## config.mk

```make
export PLATFORM = sky130hd
export DESIGN_NAME = stt_timer
export DESIGN_NICKNAME = d
export VERILOG_FILES = /design/src/verilog/stt_pkg.sv /design/src/verilog/stt_timer.sv
export SDC_FILE = /design/constraint.sdc
export NUM_CORES = 1
export LEC_CHECK = 0
export BUFFER_PORTS_ARGS = -buffer_cell sky130_fd_sc_hd__buf_2
export CAP_MARGIN = 30
export CORE_MARGIN = 2
export CORE_UTILIZATION = 54
export DETAILED_ROUTE_END_ITERATION = 6
export PLACE_DENSITY = 0.88
export SLEW_MARGIN = 15
export SYNTH_ARGS = -nofsm -noshare
export SYNTH_HDL_FRONTEND = slang
export SYNTH_SLANG_ARGS = --single-unit
```

## constraint.sdc

```tcl
create_clock -name clk -period 3.6 [get_ports clk]
set_input_delay 0.72 -clock clk [delete_from_list [all_inputs] [get_ports clk]]
set_output_delay 0.72 -clock clk [all_outputs]
set_load 0.02 [all_outputs]
```

## src/verilog/stt_pkg.sv

```systemverilog
// Package for the system tick down counter: register map, fields, constants.
// Assumes a single 10 MHz processor clock and a simple word-wide register port.
package stt_pkg;
    localparam int          CLK_PERIOD_NS   = 100;
    localparam int          COUNT_W         = 24;
    localparam int          DIV_W           = 3;
    localparam logic [2:0]  DIV_LAST        = 3'h7;
    localparam logic [31:0] ADDR_CTRL       = 32'hE000E010;
    localparam logic [31:0] ADDR_RELOAD     = 32'hE000E014;
    localparam logic [31:0] ADDR_CURRENT    = 32'hE000E018;
    localparam logic [31:0] ADDR_CALIB      = 32'hE000E01C;
    localparam int          BIT_ENABLE      = 0;
    localparam int          BIT_REQ_GATE    = 1;
    localparam int          BIT_CLK_SEL     = 2;
    localparam int          BIT_ZERO_FLAG   = 16;
    localparam logic [31:0] CTRL_RESET      = 32'h00000000;
    localparam logic [31:0] CALIB_VALUE     = 32'hC0000000;
    localparam logic [23:0] COUNT_ZERO      = 24'h000000;
    localparam logic [23:0] COUNT_ONE       = 24'h000001;
    localparam logic [31:0] READ_ZERO       = 32'h00000000;

    typedef struct packed {
        logic        sel;
        logic        write;
        logic        privileged;
        logic [31:0] addr;
        logic [31:0] wdata;
    } stt_req_t;

    typedef struct packed {
        logic        count_clock_select;
        logic        tick_request_gate;
        logic        enable;
    } stt_ctrl_t;
endpackage

```

## src/verilog/stt_timer.sv

```systemverilog
// System tick down counter with its four word registers.
// Assumes one-cycle register strobes from the processor, sync to clk.
// Overview of operation
// - 24-bit counter decrements on each enabled tick
// - After zero, reload on next tick
// - Debug halt freezes the counter
// - Bit 16 flag set at zero, read clears
// - Bit 2 selects divided or full clock
// - Bit 1 gates the exception request
// - Enable write loads reload, then counts
// - At zero: flag, gated request, reload
// - Enable low: no count, flag, request
// - Reset clears control register to zero
// - Calibration reads 0xC0000000; others unknown
// - Only privileged accesses are accepted
// - Current value write clears count and flag
// - Reload zero gives no flag or request
`timescale 1ns/10ps
module stt_timer
    import stt_pkg::*;
(
    input  wire logic        clk,
    input  wire logic        rst,
    input  wire stt_req_t    req,
    input  wire logic        debug_halt,
    output logic [31:0]      rdata,
    output logic             tick_request
);
    stt_ctrl_t         ctrl;
    logic              zero_flag;
    logic [23:0]       reload;
    logic [23:0]       current;
    logic [DIV_W-1:0]  div_count;
    logic              load_pending;
    logic              tick_en;
    logic              step;
    logic              hit_zero;
    logic              accept;
    logic              wr_ctrl;
    logic              rd_ctrl;
    logic              wr_reload;
    logic              wr_current;
    logic [31:0]       next_rdata;

    function automatic logic hit(input stt_req_t r, input logic [31:0] a, input logic w);
        hit = r.sel && r.privileged && (r.addr == a) && (r.write == w);
    endfunction

    // Register indices into the select vectors
    localparam int          REG_N       = 4;
    localparam int          IDX_CTRL    = 0;
    localparam int          IDX_RELOAD  = 1;
    localparam int          IDX_CURRENT = 2;
    localparam int          IDX_CALIB   = 3;
    localparam logic [31:0] REG_ADDR [REG_N] = '{ADDR_CTRL, ADDR_RELOAD, ADDR_CURRENT, ADDR_CALIB};

    logic [REG_N-1:0]  reg_rd;
    logic [REG_N-1:0]  reg_wr;
    logic              reload_now;
    logic              rd_reload;
    logic              rd_current;
    logic              rd_calib;

    // One decoder per mapped word; unprivileged or unmapped gives no strobe
    for (genvar gi = 0; gi < REG_N; gi++) begin : g_sel
        assign reg_rd[gi] = hit(req, REG_ADDR[gi], 1'b0);
        assign reg_wr[gi] = hit(req, REG_ADDR[gi], 1'b1);
    end

    function automatic logic [31:0] ctrl_word(input stt_ctrl_t c, input logic flag);
        ctrl_word                = READ_ZERO;
        ctrl_word[BIT_ENABLE]    = c.enable;
        ctrl_word[BIT_REQ_GATE]  = c.tick_request_gate;
        ctrl_word[BIT_CLK_SEL]   = c.count_clock_select;
        ctrl_word[BIT_ZERO_FLAG] = flag;
    endfunction

    // Upper byte of the count words always reads zero
    function automatic logic [31:0] count_word(input logic [COUNT_W-1:0] v);
        count_word              = READ_ZERO;
        count_word[COUNT_W-1:0] = v;
    endfunction

    assign accept     = req.sel && req.privileged;
    assign wr_ctrl    = reg_wr[IDX_CTRL];
    assign rd_ctrl    = reg_rd[IDX_CTRL];
    assign wr_reload  = reg_wr[IDX_RELOAD];
    assign wr_current = reg_wr[IDX_CURRENT];
    assign rd_reload  = reg_rd[IDX_RELOAD];
    assign rd_current = reg_rd[IDX_CURRENT];
    // Calibration write strobe is decoded but deliberately has no effect
    assign rd_calib   = reg_rd[IDX_CALIB];
    // Arm or wrap: both reload instead of decrementing
    assign reload_now = load_pending || (current == COUNT_ZERO);

    // Prescaler keeps one clock domain instead of a gated clock
    always_ff @(posedge clk or posedge rst) begin
        if (rst) begin
            div_count <= '0;
        end else begin
            div_count <= div_count + 3'h1;
        end
    end

    assign tick_en  = ctrl.count_clock_select ? 1'b1 : (div_count == DIV_LAST);
    assign step     = ctrl.enable && !debug_halt && tick_en;
    // Only the one-to-zero step counts as reaching zero
    assign hit_zero = step && !load_pending && (current == COUNT_ONE);

    always_ff @(posedge clk or posedge rst) begin
        if (rst) begin
            ctrl <= '0;
        end else if (wr_ctrl) begin
            ctrl.enable             <= req.wdata[BIT_ENABLE];
            ctrl.tick_request_gate  <= req.wdata[BIT_REQ_GATE];
            ctrl.count_clock_select <= req.wdata[BIT_CLK_SEL];
        end
    end

    // Reload and current have no defined reset value; cleared for determinism
    always_ff @(posedge clk or posedge rst) begin
        if (rst) begin
            reload <= COUNT_ZERO;
        end else if (wr_reload) begin
            reload <= req.wdata[COUNT_W-1:0];
        end
    end

    always_ff @(posedge clk or posedge rst) begin
        if (rst) begin
            load_pending <= 1'b0;
        end else if (wr_ctrl && req.wdata[BIT_ENABLE] && !ctrl.enable) begin
            load_pending <= 1'b1;
        end else if (step) begin
            load_pending <= 1'b0;
        end
    end

    always_ff @(posedge clk or posedge rst) begin
        if (rst) begin
            current <= COUNT_ZERO;
        end else if (wr_current) begin
            current <= COUNT_ZERO;
        end else if (step) begin
            if (reload_now) begin
                current <= reload;
            end else begin
                current <= current - COUNT_ONE;
            end
        end
    end

    always_ff @(posedge clk or posedge rst) begin
        if (rst) begin
            zero_flag <= 1'b0;
        end else if (hit_zero) begin
            zero_flag <= 1'b1;
        end else if (rd_ctrl || wr_current) begin
            zero_flag <= 1'b0;
        end
    end

    always_ff @(posedge clk or posedge rst) begin
        if (rst) begin
            tick_request <= 1'b0;
        end else begin
            tick_request <= hit_zero && ctrl.tick_request_gate;
        end
    end

    always_comb begin
        next_rdata = READ_ZERO;
        if (accept && !req.write) begin
            if (rd_ctrl) begin
                next_rdata = ctrl_word(ctrl, zero_flag);
            end else if (rd_reload) begin
                next_rdata = count_word(reload);
            end else if (rd_current) begin
                next_rdata = count_word(current);
            end else if (rd_calib) begin
                next_rdata = CALIB_VALUE;
            end else begin
                next_rdata = READ_ZERO;
            end
        end
    end

    always_ff @(posedge clk or posedge rst) begin
        if (rst) begin
            rdata <= READ_ZERO;
        end else begin
            rdata <= next_rdata;
        end
    end
endmodule // stt_timer

```

==> results.json, run 1 <==
{
  "status": "finished, final reports clean",
  "synth_top_area_share_pct": 47.95,
  "cts-root-buf": "clkbuf_8",
  "drc": 0,
  "end_kind": "flip-flop",
  "initial_core_util_pct": 55.66,
  "placementRows": 32,
  "crit_chain": "inv_1 -> ha_1 -> nor3b_2 -> nand3_1 -> or4_1 -> a31oi_1",
  "antenna-diode-count": 0,
  "io_pins": 103,
  "grt_pass1_vias": 3571,
  "dr.pass1.iters": 5,
  "drv_cap": 0,
  "ys_seq_area_share_pct": 47.95,
  "cpPeakStageDelay_ns": 0.57,
  "critical_path_required_ns": 3.88,
  "core_area_um2": 7687,
  "finalSetupTns_ns": 0,
  "crit_path_start_kind": "flip-flop",
  "avgSynthCellArea_um2": 10.67,
  "clkTransAtPathRegs_ns": 0.08,
  "async_reset_ff_share_pct": 100.0,
  "tritoncts": "built",
  "holdWs_ns": 0.3749,
  "r2r-start": "current[1]",
  "htree_levels": 3,
  "cts_made_buffers": 9,
  "nNetsFinal": 556,
  "arrival_ns": 2.80,
  "mostFrequentLayoutCell": "buf_2",
  "reg2reg_slack_ns": 1.08,
  "cts.path.max_buffers": 2,
  "p_leak_nw": 2.352,
  "postCtsSetupBuffers": 0,
  "crit_path_top_delay_cell": "nor3b_2",
  "rsz0062_at_grt": "false",
  "grt_usage_pct": 24.49,
  "hold_viol": 0,
  "fmax_ghz": 0.3965,
  "die_w_um": 93.02,
  "n_fill_cell": 626,
  "power_density_nw_per_um2": 401.3,
  "syn_to_final_growth_pct": 16.70,
  "final.period_utilization_pct": 70.05,
  "synth_top_cell_by_area": "dfrtp_1",
  "timing.final.crit_period_ns": 2.522,
  "postCtsHoldBufs": 0,
  "r2r_end": "current[12]",
  "grt-ovfl-total": 0,
  "finalWirelength_um": 10210,
  "routed-via-count": 3667,
  "grt_max_degree": 31,
  "first_iter_violations": 313,
  "synth_cell_type_count": 62,
  "layout_common_cells": "buf_2 (88), dfrtp_1 (82), nand3_1 (29)",
  "ys_seq_elements": 82,
  "place_hpwl_um": 7006,
  "critical_path_class": "reg2reg",
  "die_area_um2": 8653,
  "synth_edf_count": 0,
  "dp_cells": 571,
  "ant_nets": 0,
  "portBuffers": 88,
  "crit_fanout": 9,
  "synthCells": 401,
  "slew_headroom_pct": 50.71,
  "clock-sinks": 82,
  "synth-main-ff-cell": "dfrtp_1",
  "path_buf_inv": 1,
  "crit_family": "simple AND/OR/NAND/NOR gates",
  "hold_class": "in2async",
  "yosys-top-cells-area": "dfrtp_1 (48%), mux2_2 (6.1%), a22o_1 (4.1%)",
  "path_depth": 6,
  "r2r_cells": 6,
  "finalMaxSlewViolations": 0,
  "drive_gt1_share_pct": 32.10,
  "irDropWorstVdd_v": 0.0004024,
  "syn_area_um2": 4279,
  "finClkSkew_ns": 0.01078,
  "grt_first_pass_wirelength_um": 16830,
  "timing.final.ws_setup_ns": 1.078,
  "tightest_slew_ns": 0.7332,
  "cts_resized": 0,
  "dp_slack_ns": 0.7373,
  "stdcell_count": 588,
  "ys_warn_count": 0,
  "clock_latency_ns": 0.36,
  "routabilityCongestion": 0.9369,
  "post_drt_wl_per_cell_um": 17.36,
  "drt-vias-per-instance": 6.236,
  "finalSetupViolations": 0,
  "die_h_um": 93.02,
  "antenna_found_initial": 0,
  "p_total_mw": 2.004
}
power by group:
part           switching [mW]  internal (mW)
clock network           0.321          0.460
logic                   0.122         0.0880
registers              0.0626          0.951
worst reg2reg max path, stage by stage, from the launching register on:
cell and delay, ns:
dfrtp_1 0.45, inv_1 0.13, ha_1 0.22, nor3b_2 0.57, nand3_1 0.37, or4_1 0.49
a31oi_1 0.21
synth_stat cells, types with 2 or more instances:
library cell / instances
nand2b_1: 2
nor2_1: 14
nand4_1: 6
mux2_2: 23
and4_1: 2
nor4_1: 8
a22o_1: 20
nor2b_1: 2
nor4bb_1: 2
nand3_1: 29
inv_1: 16
ha_1: 5
nor3_4: 2
a31oi_1: 18
nor4b_1: 2
dfrtp_1: 82
a21oi_1: 6
nor3_1: 12
nor4_4: 2
o21a_1: 3
nand4b_1: 2
a41oi_1: 2
or4_1: 6
buf_6: 2
buf_12: 2
buf_4: 9
o31a_1: 3
a221oi_1: 4
a2bb2oi_1: 3
a2111oi_0: 2
nor4_2: 5
o21ai_0: 19
mux2i_1: 4
or3_1: 7
clkbuf_1: 12
buf_2: 8
o32ai_1: 4
nand2_1: 26
a211oi_1: 2
per-stage QoR:
step                      utilization [%]  instance area (um^2)
final                               64.96                  4994
after global routing                64.96                  4994
after CTS                           64.76                  4979
after detailed placement            61.72                  4745
after global placement              61.72                  4745
after floorplan                         -                  4298
registers in the layout (all words and copies together) (netlist names):
| signal | cells |
|---|---|
| reload | 24 |
| current | 24 |
| ctrl | 3 |
| tick_request | 1 |
| zero_flag | 1 |
| rdata | 25 |
| load_pending | 1 |
| div_count | 3 |
cells by family (layout without fill, tap and decap cells):
group	Yosys count	in the layout	synth area share (%)
buffers and inverters	50	130	6.520
multiplexers	28	28	7.252
AO/OA/AOI/OAI	97	97	16.73
adder cells (fa/ha/maj)	5	5	1.462
XOR/XNOR	1	1	0.2047
flip-flops	82	82	47.95
other	1	6	0.08764
AND/OR/NAND/NOR	137	137	19.80
area by class of cell:
cell class	instances	area (um^2)	area share [%]
clock inverter	5	102.6	2.055
sequential	82	2052	41.09
inverter	16	61.31	1.228
timing repair buffer	98	523.0	10.47
tap	102	127.6	2.556
multi-input combinational	274	1996	39.96
clock buffer	11	131.4	2.631
per-layer routing:
metal  vias to the layer above  wire length [um]  global-route usage, %
met1                      1776              4122                  30.53
li1                       1668                 -                      -
met2                       189              5139                  41.49
met3                        34               695                  5.479
met4                         0               251                  9.804
met5                         -                 0                      0
worst max path at each step:
stage	start	end	slack, ns
6_report	current[1]	current[12]	1.08
5_1_grt	req[50]	rdata[16]	0.77
4_1_cts	req[50]	rdata[16]	1.09
2_1_floorplan	rst	ctrl[0]	0.77
3_3_place_gp	req[53]	current[10]	0.83
3_5_place_dp	req[50]	rdata[16]	0.74
(Power assumes the default switching activity.)
==> inputs of run 2 (changes only) <==
==> constraint.sdc (replaced) <==
create_clock -name clk -period 2.4 [get_ports clk]
set_input_delay 0.48 -clock clk [delete_from_list [all_inputs] [get_ports clk]]
set_output_delay 0.48 -clock clk [all_outputs]
set_load 0.02 [all_outputs]
==> results.json, run 2 (synthesis results as in run 1) <==
{
  "power_density_nw_per_um2": 591.1,
  "reg2reg_slack_ns": 0.12,
  "grt-ovfl-total": 0,
  "hold_viol": 0,
  "status": "finished, final reports clean",
  "drc": 0,
  "finalSetupViolations": 0,
  "fmax_ghz": 0.4388,
  "n_fill_cell": 604,
  "antenna-diode-count": 0,
  "stdcell_count": 607,
  "finalWirelength_um": 10550,
  "drive_gt1_share_pct": 35.05,
  "reg.largest.list": "rdata x25, current x24, reload x24",
  "antenna_found_initial": 0,
  "core_area_um2": 7687,
  "drv_cap": 0,
  "place_hpwl_um": 7189,
  "nNetsFinal": 576,
  "timing.final.crit_period_ns": 2.279,
  "largest_reg_flops": 25,
  "portBuffers": 88,
  "p_sw_share_pct": 24.75,
  "postCtsHoldBufs": 0,
  "post_drt_wl_per_cell_um": 17.38,
  "die_area_um2": 8653,
  "routabilityCongestion": 0.8973,
  "switchingPower_mw": 0.7584,
  "final.period_utilization_pct": 94.96,
  "die_w_um": 93.02,
  "routed-via-count": 3694,
  "dp_slack_ns": -0.001948,
  "io_pins": 103,
  "cts.path.max_buffers": 2,
  "clock-sinks": 82,
  "grt_usage_pct": 25.54,
  "p_leak_nw": 2.464,
  "r2r_end": "current[9]",
  "tritoncts": "built",
  "grt_max_degree": 40,
  "end_kind": "flip-flop",
  "postLayoutCoreUtil_pct": 67.42,
  "arrival_ns": 2.49,
  "crit_path_top_delay_cell": "or4_1",
  "first_iter_violations": 267,
  "placementRows": 32,
  "grt_pass1_vias": 3590,
  "mostFrequentLayoutCell": "buf_2",
  "cts_made_buffers": 9,
  "finalSetupTns_ns": 0,
  "ant_nets": 0,
  "timing.final.ws_setup_ns": 0.1209,
  "slew_headroom_pct": 55.70,
  "critical_path_required_ns": 2.61,
  "hold_class": "in2async",
  "rsz0062_at_grt": "false",
  "p_total_mw": 3.064,
  "crit_path_start_kind": "flip-flop",
  "crit_fanout": 26,
  "layout_common_cells": "buf_2 (88), dfrtp_1 (82), nand3_1 (29)",
  "cts-root-buf": "clkbuf_8",
  "cpPeakStageDelay_ns": 0.70,
  "finClkSkew_ns": 0.01226,
  "die_h_um": 93.02,
  "p_seq_share_pct": 48.8,
  "cts_resized": 0,
  "combPwrFrac_pct": 12.7,
  "clock_latency_ns": 0.35,
  "dp_cells": 592,
  "finalMaxSlewViolations": 0,
  "tightest_slew_ns": 0.6631,
  "dr.pass1.iters": 4,
  "r2r_cells": 6,
  "critical_path_class": "reg2reg",
  "internal_power_mw": 2.305,
  "crit_chain": "or4_1 -> nor3_4 -> a21oi_2 -> buf_12 -> a21oi_1 -> o32ai_1",
  "postCtsSetupBuffers": 0,
  "drt-vias-per-instance": 6.086,
  "largest-register": "rdata",
  "clkTransAtPathRegs_ns": 0.08,
  "r2r-start": "current[6]",
  "irDropWorstVdd_v": 0.0004034,
  "syn_to_final_growth_pct": 21.11,
  "htree_levels": 3,
  "grt_first_pass_wirelength_um": 17340,
  "initial_core_util_pct": 55.66,
  "clkPwrFrac_pct": 38.5
}
run 2: cell types whose count changed in the layout (fill, tap and decap cells not counted), sizes merged:
cell,delta
clkinvlp,+1
clkinv,-1
clkbuf,-1
buf,+20
run 2: worst max-delay path, delay by kind of cell, from the launching register on:
| family | cells | cell delay [ns] |
|---|---|---|
| simple gates | 2 | 1.00 |
| flops | 1 | 0.45 |
| compound gates | 3 | 0.49 |
| buf+inv | 1 | 0.19 |
run 2: cell type report:
| class | count | area (um^2) | area share, % |
|---|---|---|---|
| sequential | 82 | 2052 | 39.59 |
| multi-input combinational | 274 | 1996 | 38.51 |
| clock buffer | 10 | 137.6 | 2.656 |
| inverter | 16 | 63.81 | 1.231 |
| clock inverter | 5 | 102.6 | 1.980 |
| tap | 102 | 127.6 | 2.463 |
| timing repair buffer | 118 | 703.2 | 13.57 |
run 2: worst max-delay path by stage:
stage,start,end,slack (ns),depth (start not counted)
after floorplan,req[32],reload[10],0.21,5
after global placement,req[41],rdata[16],0.09,6
after detailed placement,req[32],rdata[16],-0.002,6
after CTS,current[6],current[9],0.16,6
after global routing,current[6],current[8],0.06,5
final,current[6],current[9],0.12,6
run 2: layer usage:
| metal | wire, um | share of wire, % | vias up | track usage (%) |
|---|---|---|---|---|
| li1 | - | - | 1703 | - |
| met1 | 4248 | 40 | 1806 | 33.62 |
| met2 | 5453 | 52 | 158 | 42.93 |
| met3 | 605 | 5.7 | 27 | 3.143 |
| met4 | 240 | 2.3 | 0 | 10.66 |
| met5 | 0 | 0 | - | 0 |
run 2: power groups by stage:
stage / Combinational, mW / Sequential [mW] / Clock [mW]
5_1_grt: 0.426 / 1.50 / 1.27
3_5_place_dp: 0.382 / 1.52 / 0
4_1_cts: 0.386 / 1.49 / 1.20
3_3_place_gp: 0.367 / 1.51 / 0
6_report: 0.389 / 1.50 / 1.18
2_1_floorplan: 0.250 / 1.49 / 0
run 2: through the flow:
| step | instance area, um^2 | hold WS, ns |
|---|---|---|
| floorplan | 4302 | 0.4006 |
| global placement | 4942 | 0.4112 |
| detailed placement | 4942 | 0.4220 |
| CTS | 5182 | 0.2298 |
| global route | 5182 | 0.2714 |
| finish | 5182 | 0.2171 |
==> inputs of run 3 (changes only) <==
--- a/config.mk
+++ b/config.mk
@@ -8,9 +8,9 @@
 export BUFFER_PORTS_ARGS = -buffer_cell sky130_fd_sc_hd__buf_2
 export CAP_MARGIN = 30
 export CORE_MARGIN = 2
-export CORE_UTILIZATION = 54
+export CORE_UTILIZATION = 40
 export DETAILED_ROUTE_END_ITERATION = 6
-export PLACE_DENSITY = 0.88
+export PLACE_DENSITY = 0.71
 export SLEW_MARGIN = 15
 export SYNTH_ARGS = -nofsm -noshare
 export SYNTH_HDL_FRONTEND = slang
==> results.json, run 3 (synthesis results as in run 1) <==
{
  "status": "finished, final reports clean",
  "grt-ovfl-total": 0,
  "routed-via-count": 3668,
  "drv_cap": 0,
  "dr.pass1.iters": 5,
  "syn_to_final_growth_pct": 21.90,
  "finClkSkew_ns": 0.01579,
  "finalSetupViolations": 0,
  "n_fill_cell": 955,
  "place_hpwl_um": 7360,
  "cts_resized": 0,
  "drive_gt1_share_pct": 34.98,
  "cts_made_buffers": 9,
  "mostFrequentLayoutCell": "buf_2",
  "ant_nets": 0,
  "initial_core_util_pct": 41.26,
  "portBuffers": 88,
  "postCtsSetupBuffers": 0,
  "irDropWorstVdd_v": 0.0002965,
  "clkPwrFrac_pct": 37.2,
  "finalSetupTns_ns": 0,
  "die_w_um": 107.4,
  "die_h_um": 107.4,
  "switchingPower_mw": 0.7987,
  "reg.largest.list": "rdata x25, current x24, reload x24",
  "fmax_ghz": 0.4537,
  "clock_latency_ns": 0.37,
  "first_iter_violations": 284,
  "layout_common_cells": "buf_2 (88), dfrtp_1 (82), nand3_1 (29)",
  "antenna_found_initial": 0,
  "antenna-diode-count": 0,
  "drc": 0,
  "crit_chain": "or4_1 -> or3_1 -> or3_1 -> a21oi_1 -> o32ai_1",
  "io_pins": 103,
  "p_leak_nw": 2.457,
  "hold_viol": 0,
  "grt_first_pass_wirelength_um": 17750,
  "slew_headroom_pct": 65.44,
  "finalWirelength_um": 10600,
  "placementRows": 37,
  "post_drt_wl_per_cell_um": 16.52,
  "crit_path_start_kind": "flip-flop",
  "finalMaxSlewViolations": 0,
  "critical_path_required_ns": 2.64,
  "end_kind": "flip-flop",
  "core_area_um2": 10370,
  "crit_fanout": 6,
  "critical_path_class": "reg2reg",
  "cpPeakStageDelay_ns": 0.68,
  "die_area_um2": 11540,
  "power_density_nw_per_um2": 569.9,
  "cts-root-buf": "clkbuf_8",
  "final.period_utilization_pct": 91.84,
  "drt-vias-per-instance": 5.713,
  "htree_levels": 3,
  "combPwrFrac_pct": 12.3,
  "tightest_slew_ns": 0.5173,
  "p_sw_share_pct": 26.87,
  "grt_pass1_vias": 3705,
  "postCtsHoldBufs": 0,
  "crit_path_top_delay_cell": "or4_1",
  "tritoncts": "built",
  "nNetsFinal": 576,
  "cp_common_cell": "or3_1",
  "cts.path.max_buffers": 2,
  "rsz0062_at_grt": "false",
  "routabilityCongestion": 0.8815,
  "clock-sinks": 82,
  "hold_class": "in2async",
  "p_total_mw": 2.973,
  "clkTransAtPathRegs_ns": 0.09,
  "largest_reg_flops": 25,
  "largest-register": "rdata",
  "grt_max_degree": 45,
  "timing.final.crit_period_ns": 2.204,
  "internal_power_mw": 2.174,
  "p_seq_share_pct": 50.5,
  "arrival_ns": 2.45,
  "grt_usage_pct": 19.41
}
[run 3: changes by cell type in the layout (fill, tap and decap cells not counted), sizes merged]
cell,delta
bufinv,-1
clkinvlp,-1
clkinv,+3
[run 3: critical path, delay by kind of cell (launching register included)]
family          cells  cell delay (ns)
simple gates        3             1.39
flops               1             0.46
compound gates      2             0.24
[run 3: path summary, 6_finish.rpt]
kind / startpoint / endpoint / slack, ns / depth (start not counted)
min in group clk: req[9] / reload[9] / 0.34 / 2
max in group asynchronous: rst / reload[3] / 1.64 / 3
worst min-delay path: rst / reload[13] / 0.15 / 2
worst max register to register: current[6] / current[11] / 0.20 / 5
worst max-delay path: current[6] / current[11] / 0.20 / 5
worst min register to register: div_count[0] / div_count[0] / 0.44 / 1
[run 3: stage by stage]
step                cells  area (um^2)  hold slack [ns]  worst slack (ns)  utilization [%]
global route          642         5216           0.1759           0.04413            50.30
CTS                   642         5216           0.1540            0.2158            50.30
finish                642         5216           0.1456            0.1958            50.30
detailed placement    626         4997           0.4271           0.07994            48.19
global placement      626         4997           0.4117            0.1192            48.19
floorplan             406         4302           0.4006            0.2091                -
[run 3: final cells by class]
type / count / area [um^2] / area share (%)
Clock buffer: 10 / 127.6 / 2.447
Clock inverter: 6 / 91.34 / 1.751
Inverter: 16 / 63.81 / 1.223
Multi-Input combinational cell: 274 / 1996 / 38.26
Sequential cell: 82 / 2052 / 39.34
Tap cell: 136 / 170.2 / 3.262
Timing Repair Buffer: 118 / 715.7 / 13.72
[run 3: routing by layer]
metal / part of all wire, % / wire length (um) / global-route usage, % / vias up
met5: 0 / 0 / 0 / -
met4: 2.4 / 252 / 9.249 / 0
met3: 5.0 / 525 / 3.390 / 29
met2: 49 / 5244 / 32.37 / 127
met1: 43 / 4580 / 24.45 / 1803
li1: - / - / - / 1709
[run 3: power groups by stage]
stage	combinational [mW]	clock (mW)	sequential, mW
after CTS	0.366	1.12	1.50
after global routing	0.408	1.18	1.51
after floorplan	0.250	0	1.49
after global placement	0.353	0	1.52
after detailed placement	0.363	0	1.52
final	0.365	1.11	1.50
